$ cat src/verilog/eerr_pkg.sv
// Package for the ECC error response and reporting block.
// Assumes a single 100 MHz clock domain and synchronous inputs.
package eerr_pkg;
    localparam int ADDR_W = 32;
    // Event status flag positions (write-one-to-clear byte)
    localparam int FLG_FLASH_NONCORRECTABLE_FLAG_BIT = 0;
    localparam int FLG_FLASH_SINGLE_CORRECTED_FLAG_BIT = 1;
    localparam int FLG_RAM_NONCORRECTABLE_FLAG_BIT = 4;
    localparam int FLG_RAM_SINGLE_CORRECTED_FLAG_BIT = 5;
    localparam logic [7:0] FLG_ALL_MASK = 8'h33;
    // Cache line and flash page geometry
    localparam int LINE_BYTES = 32;
    localparam int PAGE_BITS = 128;
    localparam int DWORD_BITS = 64;
    localparam int PAGE_ADDR_LSB = $clog2(PAGE_BITS / 8);
    localparam int DWORD_ADDR_LSB = $clog2(DWORD_BITS / 8);
    localparam logic [7:0] CORE_MASTER_ID = 8'h00;
    localparam logic [7:0] STATUS_RESET = 8'h00;

    typedef enum logic [1:0] {EERR_ACC_READ, EERR_ACC_WRITE, EERR_ACC_FETCH, EERR_ACC_LINEFILL} eerr_acc_e;

    typedef struct packed {
        logic        valid;
        logic        multiBit;
        logic        isFlash;
        logic        isDataFill;
        eerr_acc_e   access;
        logic [7:0]  master;
        logic [ADDR_W-1:0] effAddr;
        logic [ADDR_W-1:0] physAddr;
        logic [ADDR_W-1:0] instAddr;
        logic [7:0]  attr;
    } eerr_event_s;

    typedef struct packed {
        logic addressValid;
        logic addressMode;
        logic loadFlag;
        logic fetchFlag;
        logic dataReadBusError;
        logic writeBusError;
        logic instructionReadBusError;
    } eerr_syndrome_s;
endpackage : eerr_pkg

$ cat src/verilog/eerr_ecc_response.sv
// ECC event response: core exception selection, machine check syndrome,
// address and return capture, and the error status capture with combined interrupt.
// Assumes events arrive as one-cycle pulses synchronous to clk.
`timescale 1ns/10ps
// Summary of operation
// RL1: First-class cores: single-bit corrected silently, no report.
// RL2: First-class, interrupts off: checkstop or machine check.
// RL3: First-class, interrupts on: data/instruction storage exception.
// RL4: Second-class: uncorrectable always machine check.
// RL5: Handler must clear syndrome flags, else recall.
// RL6: Second-class: single-bit corrected, optionally reported.
// RL7: Enabled events raise combined external interrupt.
// RL8: Non-core master: interrupt only, no exception.
// RL9: Core master: interrupt plus exception, by priority.
// RL10: Flash uncorrectable: invalidate page or doubleword.
// RL11: Line fill with uncorrectable error invalidates line.
// RL12: Corrupt read sets address-valid, load, data-read.
// RL13: Sub-word write sets also write bus error.
// RL14: Fetch sets address-valid, fetch, instruction-read.
// RL15: Line fill sets address-valid plus read error.
// RL16: Address captured only while address-valid clear.
// RL17: Address mode picks effective or physical address.
// RL18: Second-class return register holds faulting instruction.
// RL19: Software advances return by 4 or 2.
// RL20: Status module records last event, any master.
// RL21: Four separate RAM/flash corrected/uncorrectable flags.
// RL22: Software rereads status until two reads match.
// RL23: Write-one clears flag; 0x33 clears all.
module eerr_ecc_response
    import eerr_pkg::*;
#(
    parameter bit SECOND_CLASS = 1'b0,
    parameter bit PAGE_INVALIDATE = 1'b1
)(
    input wire logic clk,
    input wire logic reset_n,
    input wire eerr_event_s eccEvent,
    input wire logic external_interrupt_enable,
    input wire logic machine_check_enable,
    input wire logic singleBitReportEnable,
    input wire logic ramReportEnable,
    input wire logic flashReportEnable,
    input wire logic addressModeSet,
    input wire logic [7:0] statusClearMask,
    input wire logic statusClearWrite,
    input wire eerr_syndrome_s syndromeClear,
    output logic checkstop,
    output logic machineCheckReq,
    output logic dataStorageReq,
    output logic instructionStorageReq,
    output logic externalTermination,
    output logic combinedIrq,
    output logic invalidateReq,
    output logic [ADDR_W-1:0] invalidateBase,
    output logic [ADDR_W-1:0] invalidateMask,
    output eerr_syndrome_s machine_check_syndrome,
    output logic [ADDR_W-1:0] machine_check_address,
    output logic [ADDR_W-1:0] machine_check_return_address,
    output logic [ADDR_W-1:0] save_restore_address,
    output logic [7:0] eccStatus,
    output logic [ADDR_W-1:0] ramErrAddr,
    output logic [7:0] ramErrMaster,
    output logic [7:0] ramErrAttr,
    output logic [ADDR_W-1:0] flashErrAddr,
    output logic [7:0] flashErrMaster,
    output logic [7:0] flashErrAttr
);
    // ----------------------------------------------------------------
    // Event decode
    // ----------------------------------------------------------------
    wire logic fromCore = eccEvent.master == CORE_MASTER_ID;
    wire logic uncorr = eccEvent.valid && eccEvent.multiBit;
    wire logic coreUncorr = uncorr && fromCore; // RL8
    wire logic isFetch = eccEvent.access == EERR_ACC_FETCH;
    wire logic isWrite = eccEvent.access == EERR_ACC_WRITE;
    wire logic isFill = eccEvent.access == EERR_ACC_LINEFILL;
    wire logic fillInstr = isFill && !eccEvent.isDataFill;
    wire logic instrKind = isFetch || fillInstr;
    // Single-bit events reach the status module only on second-class cores
    wire logic singleRep = eccEvent.valid && !eccEvent.multiBit && SECOND_CLASS && singleBitReportEnable; // RL1 RL6
    wire logic reportable = uncorr || singleRep;
    wire logic ramEv = reportable && !eccEvent.isFlash && ramReportEnable;
    wire logic flashEv = reportable && eccEvent.isFlash && flashReportEnable;

    // Exception selection
    wire logic mcTake = SECOND_CLASS ? coreUncorr : (coreUncorr && !external_interrupt_enable && machine_check_enable); // RL2 RL4
    wire logic csTake = !SECOND_CLASS && coreUncorr && !external_interrupt_enable && !machine_check_enable; // RL2
    wire logic dsTake = !SECOND_CLASS && coreUncorr && external_interrupt_enable && !instrKind; // RL3
    wire logic isTake = !SECOND_CLASS && coreUncorr && external_interrupt_enable && instrKind; // RL3
    // With machine check disabled on second-class cores the syndrome flags stay untouched
    wire logic synUpdate = coreUncorr && (!SECOND_CLASS || machine_check_enable); // RL4
    wire logic pendingFlags = machine_check_syndrome.dataReadBusError || machine_check_syndrome.writeBusError
        || machine_check_syndrome.instructionReadBusError;
    // Uncleared flags re-raise machine check
    wire logic mcRecall = SECOND_CLASS && machine_check_enable && pendingFlags; // RL5

    // Syndrome flags to set for this event
    eerr_syndrome_s synSet;
    assign synSet.addressValid = synUpdate; // RL12 RL14 RL15
    assign synSet.addressMode = 1'b0;
    assign synSet.loadFlag = synUpdate && (eccEvent.access == EERR_ACC_READ || isWrite); // RL12 RL13
    assign synSet.fetchFlag = synUpdate && isFetch; // RL14
    assign synSet.dataReadBusError = synUpdate && !instrKind; // RL12 RL13 RL15
    assign synSet.writeBusError = synUpdate && isWrite; // RL13
    assign synSet.instructionReadBusError = synUpdate && instrKind; // RL14 RL15

    // A clear in the same cycle frees the address register for this event
    wire logic addrLoad = synUpdate && (!machine_check_syndrome.addressValid || syndromeClear.addressValid); // RL16
    wire logic [ADDR_W-1:0] capAddr = addressModeSet ? eccEvent.effAddr : eccEvent.physAddr; // RL17

    // Invalidate region
    wire logic [ADDR_W-1:0] pageMask = ~((ADDR_W)'((PAGE_BITS / 8) - 1));
    wire logic [ADDR_W-1:0] dwMask = ~((ADDR_W)'((DWORD_BITS / 8) - 1));
    wire logic [ADDR_W-1:0] lineMask = ~((ADDR_W)'(LINE_BYTES - 1));
    wire logic [ADDR_W-1:0] flashMask = PAGE_INVALIDATE ? pageMask : dwMask; // RL10
    wire logic [ADDR_W-1:0] invMaskD = isFill ? lineMask : flashMask; // RL11
    wire logic invTake = uncorr && (eccEvent.isFlash || isFill);

    // Status flags: set wins over write-one clear
    logic [7:0] statusSet;
    assign statusSet = ((8)'(flashEv && eccEvent.multiBit) << FLG_FLASH_NONCORRECTABLE_FLAG_BIT)
        | ((8)'(flashEv && !eccEvent.multiBit) << FLG_FLASH_SINGLE_CORRECTED_FLAG_BIT)
        | ((8)'(ramEv && eccEvent.multiBit) << FLG_RAM_NONCORRECTABLE_FLAG_BIT)
        | ((8)'(ramEv && !eccEvent.multiBit) << FLG_RAM_SINGLE_CORRECTED_FLAG_BIT); // RL21
    wire logic [7:0] clrBits = statusClearWrite ? (statusClearMask & FLG_ALL_MASK) : 8'h00; // RL23
    wire logic [7:0] statusD = ((eccStatus & ~clrBits) | statusSet) & FLG_ALL_MASK; // RL23

    // ----------------------------------------------------------------
    // Registers
    // ----------------------------------------------------------------
    always_ff @(posedge clk)
    begin
        if (!reset_n)
        begin
            checkstop <= 1'b0;
            machineCheckReq <= 1'b0;
            dataStorageReq <= 1'b0;
            instructionStorageReq <= 1'b0;
            externalTermination <= 1'b0;
            invalidateReq <= 1'b0;
            invalidateBase <= '0;
            invalidateMask <= '0;
        end
        else
        begin
            checkstop <= checkstop || csTake; // RL2
            machineCheckReq <= mcTake || mcRecall; // RL4 RL5 RL9
            dataStorageReq <= dsTake; // RL3
            instructionStorageReq <= isTake; // RL3
            externalTermination <= dsTake ? 1'b1 : (coreUncorr ? 1'b0 : externalTermination); // RL3
            invalidateReq <= invTake; // RL10 RL11
            invalidateBase <= invTake ? (eccEvent.physAddr & invMaskD) : invalidateBase;
            invalidateMask <= invTake ? invMaskD : invalidateMask;
        end
    end

    always_ff @(posedge clk)
    begin
        if (!reset_n)
        begin
            machine_check_syndrome <= '0;
            machine_check_address <= '0;
            machine_check_return_address <= '0;
            save_restore_address <= '0;
        end
        else
        begin
            machine_check_syndrome <= (machine_check_syndrome & ~syndromeClear) | synSet;
            machine_check_syndrome.addressMode <= addressModeSet; // RL17
            if (addrLoad)
                machine_check_address <= capAddr; // RL16 RL17
            if (coreUncorr && SECOND_CLASS)
                machine_check_return_address <= eccEvent.instAddr; // RL18
            if (coreUncorr && !SECOND_CLASS)
                save_restore_address <= eccEvent.instAddr; // RL18
        end
    end

    always_ff @(posedge clk)
    begin
        if (!reset_n)
        begin
            eccStatus <= STATUS_RESET;
            combinedIrq <= 1'b0;
            ramErrAddr <= '0;
            ramErrMaster <= '0;
            ramErrAttr <= '0;
            flashErrAddr <= '0;
            flashErrMaster <= '0;
            flashErrAttr <= '0;
        end
        else
        begin
            eccStatus <= statusD;
            combinedIrq <= |statusD; // RL7 RL8 RL9
            if (ramEv)
            begin
                ramErrAddr <= eccEvent.physAddr; // RL20
                ramErrMaster <= eccEvent.master;
                ramErrAttr <= eccEvent.attr;
            end
            if (flashEv)
            begin
                flashErrAddr <= eccEvent.physAddr; // RL20
                flashErrMaster <= eccEvent.master;
                flashErrAttr <= eccEvent.attr;
            end
        end
    end
endmodule : eerr_ecc_response

$ cat config.mk
export PLATFORM = sky130hd
export DESIGN_NAME = eerr_ecc_response
export DESIGN_NICKNAME = d
export VERILOG_FILES = /design/src/verilog/eerr_pkg.sv /design/src/verilog/eerr_ecc_response.sv
export SDC_FILE = /design/constraint.sdc
export NUM_CORES = 1
export LEC_CHECK = 0
export BUFFER_PORTS_ARGS = -buffer_cell sky130_fd_sc_hd__buf_2
export CAP_MARGIN = 20
export CORE_AREA = 2 2 164 166
export CTS_CLUSTER_SIZE = 12
export DETAILED_ROUTE_END_ITERATION = 10
export DIE_AREA = 0 0 166 168
export PLACE_DENSITY_LB_ADDON = 0.08
export SETUP_SLACK_MARGIN = 0.02
export SYNTH_ARGS = -nofsm -noshare
export SYNTH_HDL_FRONTEND = slang
export SYNTH_SLANG_ARGS = --single-unit
export TNS_END_PERCENT = 5
$ cat constraint.sdc
create_clock -name clk -period 2.1 [get_ports clk]
set_input_delay 0.21 -clock clk [delete_from_list [all_inputs] [get_ports clk]]
set_output_delay 0.21 -clock clk [all_outputs]
set_load 0.05 [all_outputs]
Word level (Yosys, flattened, before mapping)
Cells that the tools add are included.
W data, S select, Z words.
- flip-flop bits (word level): 242
- logic and storage cells: 83
- bitwise gates (word level): 10
- reductions and logical operators: 40
- eq/ne operators: 3
- multiplexer cells: 5
- operators with widths (kind ; count):
    $and A32 B32 Y32 ; 1
    $mux W32 ; 1
    $logic_and A1 B1 Y1 ; 24
    $logic_not A8 Y1 ; 1
    $and A7 B7 Y7 ; 1
    $logic_not A1 Y1 ; 7
    $not A7 Y7 ; 1
    $or A7 B7 Y7 ; 1
    $and A6 B6 Y6 ; 1
    $mux W6 ; 1
    $not A6 Y6 ; 1
    $or A5 B6 Y6 ; 1
    $or A6 B6 Y6 ; 1
    $logic_or A1 B1 Y1 ; 5
    $mux W5 ; 1
    $or A2 B5 Y5 ; 1
    $eq A2 B2 Y1 const B ; 2
    $reduce_or A4 Y1 ; 1
    $eq A2 B1 Y1 const B ; 1
    $logic_not A2 Y1 ; 1
    $mux W1 ; 2
    $or A1 B2 Y2 ; 1
    $reduce_bool A2 Y1 ; 1

Logic depth before layout (Yosys ltp)
Gate-level depths: netlist of the first run.
- depth in word-level cells: 9
- gate-level depth with buffers: 6
- mapped depth without buffers: 3

Least setup slack after synthesis of the first run
No wires, ideal clock.
- path kind: register -> register
- start point: register machine_check_syndrome[6] (netlist name)
- end point: register machine_check_address[12]
- period minus slack after synthesis: 1631 ps
- stages on the path, launching flop included: 6
- arrival: 1540 ps
- setup slack: 469 ps
- path buffers: 2
- required time: 2009 ps
- setup time: 91 ps
- cell sequence: dfxtp_1 nand2b_1 clkbuf_1 clkbuf_1 a41oi_1 a311oi_1
- word-level cells in the longest chain between the ends: 3
- ends and longest elaborated chain (element ; line ; text):
    start, declared ; eerr_ecc_response.sv:56 ; output eerr_syndrome_s machine_check_syndrome,
    start signal, assigned ; eerr_ecc_response.sv:168 ; machine_check_syndrome <= (machine_check_syndrome & ~syndromeClear) | synSet;
    $logic_not A1 Y1 ; eerr_ecc_response.sv:108 ; wire logic addrLoad = synUpdate && (!machine_check_syndrome.addressValid || syndromeClear.addressValid);
    $logic_or A1 B1 Y1 ; eerr_ecc_response.sv:108 ;
    $logic_and A1 B1 Y1 ; eerr_ecc_response.sv:108 ;
    end signal, assigned ; eerr_ecc_response.sv:171 ; machine_check_address <= capAddr;
    end, declared ; eerr_ecc_response.sv:57 ; output logic [ADDR_W-1:0] machine_check_address,
No other way between the ends.
A chain may end at the register's enable or synchronous reset.

Final worst setup path of the first run
- start point: input eccEvent[106] (netlist name)
- end point: register checkstop
- word-level cells in the longest chain between the ends: 5
- ends and longest elaborated chain (element ; line ; text):
    start, declared ; eerr_ecc_response.sv:37 ; input wire eerr_event_s eccEvent,
    $logic_not A8 Y1 ; eerr_ecc_response.sv:71 ; wire logic fromCore = eccEvent.master == CORE_MASTER_ID;
    $logic_and A1 B1 Y1 ; eerr_ecc_response.sv:73 ; wire logic coreUncorr = uncorr && fromCore;
    $logic_and A1 B1 Y1 (2 in a row) ; eerr_ecc_response.sv:87 ; wire logic csTake = !SECOND_CLASS && coreUncorr && !external_interrupt_enable && !machine_check_enable;
    $logic_or A1 B1 Y1 ; eerr_ecc_response.sv:146 ; checkstop <= checkstop || csTake;
    end signal, assigned ; eerr_ecc_response.sv:146 ;
    end, declared ; eerr_ecc_response.sv:47 ; output logic checkstop,
No other way between the ends.

==> metrics.txt, run 1 <==
# TYPE chip_impl_metric gauge
chip_impl_metric{name="finalWorstPathRequiredPeriod",unit="ns"} 1.90
chip_impl_metric{name="synth_top_cell_area_share",unit="%"} 48.7
chip_impl_metric{name="crit_path_max_fanout",unit=""} 7
chip_impl_metric{name="overflow",unit=""} 0
chip_impl_info{name="grt_busiest_layer",value="met2"} 1
chip_impl_metric{name="die_span_y",unit="um"} 168
chip_impl_metric{name="dieWidth",unit="um"} 166
chip_impl_metric{name="globalRouteMet1Util",unit="%"} 27.6
chip_impl_metric{name="fmax",unit="GHz"} 0.526
chip_impl_metric{name="via_count_of_the_first_global_routing_pass",unit=""} 8027
chip_impl_metric{name="syn_inst",unit=""} 998
chip_impl_metric{name="syn2layout_area_growth",unit="%"} 42.4
chip_impl_metric{name="clkLatencyLatePin",unit="ns"} 0.51
chip_impl_metric{name="cts_buffers",unit=""} 25
chip_impl_metric{name="post_drt_wl_per_cell",unit="um"} 17.5
chip_impl_metric{name="std_cell_rows",unit=""} 60
chip_impl_metric{name="final-max-slew-violation-count",unit=""} 0
chip_impl_metric{name="clock_tree.htree_level_count",unit=""} 1
chip_impl_metric{name="async_flop_share",unit="%"} 0
chip_impl_metric{name="fin_nets",unit=""} 1541
chip_impl_metric{name="worst-r2r-setup-slack",unit="ns"} 0.87
chip_impl_metric{name="seq_area_frac_synth",unit="%"} 48.7
chip_impl_metric{name="post_cts.repair.setup_buffers",unit=""} 0
chip_impl_metric{name="die_area",unit="um2"} 27900
chip_impl_metric{name="clock_tree.buffer_depth",unit=""} 3
chip_impl_metric{name="fraction_of_layout_cells_with_a_size_suffix_above_1",unit="%"} 31.4
chip_impl_metric{name="post-route-drc-count",unit=""} 0
chip_impl_info{name="ys_top_cells_by_area",value="dfxtp_1, nand2_1, a21oi_1"} 1
chip_impl_info{name="rsz0062_at_grt",value="false"} 1
chip_impl_metric{name="relSlewSlack",unit="%"} 49.2
chip_impl_metric{name="number_of_antenna_violations_at_the_first_check_in_global_routing",unit=""} 1
chip_impl_info{name="critical_path.endpoint_type",value="flip-flop"} 1
chip_impl_metric{name="worst_hold_slack",unit="ns"} 0.0468
chip_impl_metric{name="antenna_violating_nets_remaining",unit=""} 0
chip_impl_metric{name="synth.avg_cell_area",unit="um2"} 8.57
chip_impl_metric{name="power.density_cell_area",unit="nW/um2"} 776
chip_impl_metric{name="cap_violations",unit=""} 0
chip_impl_metric{name="setup_viol",unit=""} 0
chip_impl_metric{name="cellLeakagePower",unit="nW"} 5.41
chip_impl_info{name="crit_path_start_kind",value="primary input"} 1
chip_impl_info{name="most-common-layout-cells",value="buf_2, nand2_1, dfxtp_1"} 1
chip_impl_metric{name="initial_utilization",unit="%"} 32.5
chip_impl_metric{name="use_met3",unit="%"} 5.27
chip_impl_metric{name="max-vdd-ir-drop",unit="uV"} 504
chip_impl_metric{name="arrival",unit="ns"} 2.35
chip_impl_metric{name="clk_transition_reported_paths",unit="ns"} 0.06
chip_impl_metric{name="design.core.area",unit="um2"} 26400
chip_impl_metric{name="cts.sinks",unit=""} 208
chip_impl_metric{name="required",unit="ns"} 2.55
chip_impl_metric{name="detailedRoute.firstPassIterationCount",unit=""} 5
chip_impl_info{name="setup.worst_path.class",value="primary input to flip-flop"} 1
chip_impl_metric{name="hpwl",unit="um"} 20300
chip_impl_metric{name="num_vias",unit=""} 8374
chip_impl_metric{name="postLayoutCoreUtil",unit="%"} 46.2
chip_impl_metric{name="synth_edf_count",unit=""} 0
chip_impl_metric{name="grt_first_pass_wirelength",unit="um"} 47100
chip_impl_metric{name="global_route.usage.total",unit="%"} 20.9
chip_impl_metric{name="drt_iter0_markers",unit=""} 428
chip_impl_info{name="cts_tree",value="done"} 1
chip_impl_info{name="min-delay-path-class",value="primary input to flip-flop"} 1
chip_impl_metric{name="synthesis.area",unit="um2"} 8550
chip_impl_metric{name="routabilityCongestion",unit=""} 0.753
chip_impl_metric{name="fin_tns_setup",unit="ns"} 0
chip_impl_metric{name="yosysUniqueCellTypes",unit=""} 37
chip_impl_metric{name="final-hold-violation-count",unit=""} 0
chip_impl_metric{name="vias_per_cell",unit=""} 4.77
chip_impl_metric{name="synth_seq_cells",unit=""} 208
chip_impl_metric{name="num_io_pins",unit=""} 420
chip_impl_info{name="synth_top_area_cell",value="dfxtp_1"} 1
chip_impl_info{name="cts-root-buf",value="clkbuf_16"} 1
chip_impl_info{name="layout.cells.most_common",value="buf_2"} 1
chip_impl_metric{name="totalWireLength",unit="um"} 30700
chip_impl_info{name="dominantRegCellSynth",value="dfxtp_1"} 1
chip_impl_metric{name="finalClockSkew",unit="ns"} 0.00902
chip_impl_metric{name="tightestPinTransition",unit="ns"} 0.762
chip_impl_metric{name="min_period_over_period",unit="%"} 90.6
chip_impl_metric{name="yosys_warnings",unit=""} 0
chip_impl_info{name="run_status",value="finished clean"} 1
chip_impl_metric{name="grt_start_max_net_pins",unit=""} 79
chip_impl_metric{name="groute.layer.met2.usage",unit="%"} 34.5
chip_impl_metric{name="place.port_buffers",unit=""} 369
==> path summary, 6_finish.rpt <==
path,startpoint,endpoint,cells past startpoint
worst max-delay path,eccEvent[106],checkstop,7
worst min-delay path,statusClearMask[0],eccStatus[0],4
worst max register to register,machine_check_syndrome[6],machine_check_address[26],4
worst min register to register,flashErrAddr[0],flashErrAddr[0],2
==> synthesized netlist by cell type, types with 2 or more instances <==
cell and instances:
nor4_1 2, clkbuf_1 59, mux2i_1 65, nand3b_1 5, a41oi_1 33, buf_2 16, a311oi_1 32, nand3_1 29
buf_6 3, buf_4 72, nor3_1 2, a21oi_1 134, buf_1 9, o21ai_0 30, nand2_1 267, nor4_4 2
nand2b_1 3, dfxtp_1 208, inv_1 3, nand4_1 4, nor2_1 4
==> cell type report <==
| cell class | count | area (um2) |
|---|---|---|
| clock buffer | 38 | 734 |
| timing repair buffer | 490 | 3160 |
| antenna | 1 | 2.50 |
| clock inverter | 5 | 25.0 |
| sequential | 208 | 4160 |
| fill | 2693 | 14200 |
| inverter | 3 | 16.3 |
| tap | 341 | 427 |
| multi-input combinational | 671 | 3650 |
==> what timing repair did <==
item | 4_1_cts | 5_1_grt
gates resized for setup | 0 | 1
endpoints found under the hold margin | 165 | 0
setup endpoints to repair | 0 | 1
hold buffers | 92 | 0
==> per-stage QoR <==
step	instance area, um2	total power [W]	cells	setup WS, ns
floorplan	8710	0.00505	1041	0.469
global placement	10500	0.00537	1621	0.413
detailed placement	10500	0.00537	1621	0.396
CTS	12200	0.00959	1756	0.0632
global route	12200	0.00983	1756	0.0731
finish	12200	0.00945	1757	0.197
==> state kept, by name (all words and copies together), names as in the netlist, 2 cells and up <==
register and cells:
eccStatus 4, flashErrAddr 32, flashErrAttr 8, flashErrMaster 8, invalidateBase 28, invalidateMask 2, machine_check_address 32, machine_check_syndrome 7
ramErrAddr 32, ramErrAttr 8, ramErrMaster 8, save_restore_address 32
==> worst max-delay path, stage by stage <==
cell and delay, ns:
dlygate4sd3_1 0.54, buf_2 0.15, nor4_4 0.21, buf_4 0.20, nand3_2 0.19, o41ai_1 0.27
dlygate4sd3_1 0.58
==> power by group <==
| part | total (W) | switching [W] | internal, W |
|---|---|---|---|
| registers | 0.00405 | 0.0000342 | 0.00401 |
| logic | 0.00136 | 0.000960 | 0.000401 |
| clock network | 0.00405 | 0.00166 | 0.00239 |
| total | 0.00945 | 0.00265 | 0.00680 |
==> per-layer routing <==
layer | share of wire, % | routed length, um
met3 | 7.6 | 2330
met2 | 46 | 14000
met4 | 2.1 | 646
met5 | 0 | 0
met1 | 45 | 13700
==> kinds of logic after synthesis <==
| family | Yosys count | synth area share, % |
|---|---|---|
| other cells | 1 | 0.0438 |
| simple gates | 325 | 15.9 |
| mux | 65 | 7.61 |
| buf+inv | 162 | 10.8 |
| flops | 208 | 48.7 |
| compound gates | 237 | 17.0 |
Note: power is estimated with default switching activity, not from simulation.
==> inputs of run 2 (changes only) <==
--- a/config.mk
+++ b/config.mk
@@ -8,7 +8,7 @@
 export BUFFER_PORTS_ARGS = -buffer_cell sky130_fd_sc_hd__buf_2
 export CAP_MARGIN = 20
 export CORE_AREA = 2 2 164 166
-export CTS_CLUSTER_SIZE = 12
+export CTS_CLUSTER_SIZE = 16
 export DETAILED_ROUTE_END_ITERATION = 10
 export DIE_AREA = 0 0 166 168
 export PLACE_DENSITY_LB_ADDON = 0.08
==> constraint.sdc (replaced) <==
create_clock -name clk -period 2.1 [get_ports clk]
set_input_delay 0.105 -clock clk [delete_from_list [all_inputs] [get_ports clk]]
set_output_delay 0.105 -clock clk [all_outputs]
set_load 0.05 [all_outputs]
==> metrics.txt, run 2 (synthesis gave the netlist of run 1 again) <==
# TYPE chip_impl_metric gauge
chip_impl_info{name="run_status",value="finished clean"} 1
chip_impl_metric{name="max-vdd-ir-drop",unit="uV"} 643
chip_impl_metric{name="cp.buffers_inverters",unit=""} 1
chip_impl_metric{name="fmax",unit="GHz"} 0.565
chip_impl_metric{name="cellLeakagePower",unit="nW"} 5.53
chip_impl_metric{name="design.core.area",unit="um2"} 26400
chip_impl_info{name="crit_slowest_cell",value="dfxtp_1"} 1
chip_impl_metric{name="worst-r2r-setup-slack",unit="ns"} 0.69
chip_impl_metric{name="worst_hold_slack",unit="ns"} 0.00496
chip_impl_metric{name="global_route.usage.total",unit="%"} 21.2
chip_impl_info{name="most-common-layout-cells",value="buf_2, nand2_1, dfxtp_1"} 1
chip_impl_metric{name="num_antenna_cells",unit=""} 0
chip_impl_metric{name="std_cell_rows",unit=""} 60
chip_impl_metric{name="p_total",unit="W"} 0.00966
chip_impl_info{name="crit_path_start_kind",value="flip-flop"} 1
chip_impl_metric{name="initial_utilization",unit="%"} 32.5
chip_impl_metric{name="final-max-slew-violation-count",unit=""} 0
chip_impl_metric{name="via_count_of_the_first_global_routing_pass",unit=""} 8194
chip_impl_info{name="crit_chain",value="buf_2"} 1
chip_impl_metric{name="num_vias",unit=""} 8623
chip_impl_metric{name="clock_tree.htree_level_count",unit=""} 1
chip_impl_metric{name="setup_viol",unit=""} 0
chip_impl_metric{name="syn2layout_area_growth",unit="%"} 46.0
chip_impl_metric{name="relSlewSlack",unit="%"} 50.2
chip_impl_metric{name="post_drt_wl_per_cell",unit="um"} 17.5
chip_impl_metric{name="die_span_y",unit="um"} 168
chip_impl_metric{name="grt_start_max_net_pins",unit=""} 79
chip_impl_metric{name="antenna_violating_nets_remaining",unit=""} 0
chip_impl_metric{name="cell_depth_of_the_worst_flop_to_flop_path",unit=""} 4
chip_impl_info{name="r2r_start",value="machine_check_syndrome[6]"} 1
chip_impl_metric{name="min_period_over_period",unit="%"} 84.3
chip_impl_metric{name="holdBufCountCts",unit=""} 127
chip_impl_info{name="timing.critical_path.from",value="invalidateMask[30]"} 1
chip_impl_info{name="critical_path.endpoint_type",value="primary output"} 1
chip_impl_metric{name="overflow",unit=""} 0
chip_impl_metric{name="die_area",unit="um2"} 27900
chip_impl_info{name="timing.rr.end",value="machine_check_address[28]"} 1
chip_impl_metric{name="fin_tns_setup",unit="ns"} 0
chip_impl_metric{name="power.density_cell_area",unit="nW/um2"} 774
chip_impl_metric{name="cap_violations",unit=""} 0
chip_impl_info{name="layout.cells.most_common",value="buf_2"} 1
chip_impl_metric{name="cts-resized-gates",unit=""} 0
chip_impl_metric{name="arrival",unit="ns"} 1.67
chip_impl_metric{name="hpwl",unit="um"} 20300
chip_impl_metric{name="placement.setup.worst_slack",unit="ns"} 0.280
chip_impl_info{name="min-delay-path-class",value="primary input to flip-flop"} 1
chip_impl_info{name="cts_tree",value="done"} 1
chip_impl_metric{name="fraction_of_layout_cells_with_a_size_suffix_above_1",unit="%"} 30.2
chip_impl_info{name="rsz0062_at_grt",value="false"} 1
chip_impl_metric{name="post_cts.repair.setup_buffers",unit=""} 0
chip_impl_metric{name="place.port_buffers",unit=""} 369
chip_impl_metric{name="fin_nets",unit=""} 1570
chip_impl_metric{name="crit_path_max_fanout",unit=""} 28
chip_impl_info{name="cts-root-buf",value="clkbuf_16"} 1
chip_impl_metric{name="finalClockSkew",unit="ns"} 0.0116
chip_impl_metric{name="post-route-drc-count",unit=""} 0
chip_impl_metric{name="grt_first_pass_wirelength",unit="um"} 47700
chip_impl_metric{name="detailedRoute.firstPassIterationCount",unit=""} 5
chip_impl_metric{name="num_io_pins",unit=""} 420
chip_impl_metric{name="clk_transition_reported_paths",unit="ns"} 0.06
chip_impl_metric{name="number_of_antenna_violations_at_the_first_check_in_global_routing",unit=""} 0
chip_impl_metric{name="tightestPinTransition",unit="ns"} 0.748
chip_impl_metric{name="vias_per_cell",unit=""} 4.83
chip_impl_metric{name="cts_buffers",unit=""} 26
chip_impl_metric{name="worst_slack_setup_final",unit="ns"} 0.330
chip_impl_metric{name="postLayoutCoreUtil",unit="%"} 47.4
chip_impl_metric{name="totalWireLength",unit="um"} 31200
chip_impl_metric{name="clkLatencyLatePin",unit="ns"} 0.52
chip_impl_info{name="critPathCapture",value="invalidateMask[19]"} 1
chip_impl_info{name="setup.worst_path.class",value="flip-flop to primary output"} 1
chip_impl_metric{name="dieWidth",unit="um"} 166
chip_impl_metric{name="required",unit="ns"} 2.00
chip_impl_info{name="path_delay_family",value="flip-flops"} 1
chip_impl_metric{name="final-hold-violation-count",unit=""} 0
chip_impl_metric{name="delay_contributed_by_the_slowest_stage_of_the_critical_path",unit="ns"} 0.75
chip_impl_metric{name="routabilityCongestion",unit=""} 0.758
chip_impl_metric{name="cts.sinks",unit=""} 208
chip_impl_metric{name="drt_iter0_markers",unit=""} 561
chip_impl_metric{name="finalWorstPathRequiredPeriod",unit="ns"} 1.77
chip_impl_metric{name="timing.critical_path.depth",unit=""} 1
chip_impl_metric{name="clock_tree.buffer_depth",unit=""} 3
## run 2: cell types whose count changed in the layout (fill, tap and decap cells not counted), moves of 2 or more
cell and change:
dlygate4sd3_1 +35, buf_4 -5, clkbuf_16 +2, clkinv_2 -3, clkbuf_1 +2, buf_12 -2
## run 2: per-stage QoR
step                instances  cell area (um2)
global placement         1614            10400
floorplan                1041             8710
detailed placement       1614            10400
CTS                      1785            12500
finish                   1785            12500
global route             1785            12500
## run 2: worst min-delay path by stage
| stage | slack, ns | from | cells past startpoint | end |
|---|---|---|---|---|
| CTS | 0.002 | eccEvent[72] | 3 | machine_check_address[0] |
| detailed placement | 0.30 | statusClearMask[5] | 2 | eccStatus[5] |
| floorplan | 0.18 | external_interrupt_enable | 1 | machineCheckReq |
| finish | 0.005 | eccEvent[82] | 3 | machine_check_address[10] |
| global placement | 0.30 | statusClearMask[5] | 2 | eccStatus[5] |
| global route | 0.006 | eccEvent[82] | 3 | machine_check_address[10] |
## run 2: cell type report
| class | count | area (um2) |
|---|---|---|
| Fill cell | 2687 | 13900 |
| Sequential cell | 208 | 4160 |
| Multi-Input combinational cell | 671 | 3640 |
| Timing Repair Buffer | 518 | 3430 |
| Clock buffer | 41 | 778 |
| Tap cell | 341 | 427 |
| Clock inverter | 3 | 21.3 |
| Inverter | 3 | 16.3 |
## run 2: power breakdown
group | internal (W) | total, W | leakage, nW | switching (W)
combinational | 0.000429 | 0.00140 | 3.45 | 0.000970
clock | 0.00252 | 0.00421 | 0.393 | 0.00169
sequential | 0.00401 | 0.00405 | 1.68 | 0.0000349
total | 0.00696 | 0.00966 | 5.53 | 0.00269
## run 2: per-layer routing
metal	global-route usage (%)	up-vias	part of all wire, %
met5	0	-	0
met4	6.39	0	2.6
met3	4.54	48	6.9
met2	34.7	320	46
met1	28.2	4055	44
li1	-	4200	-
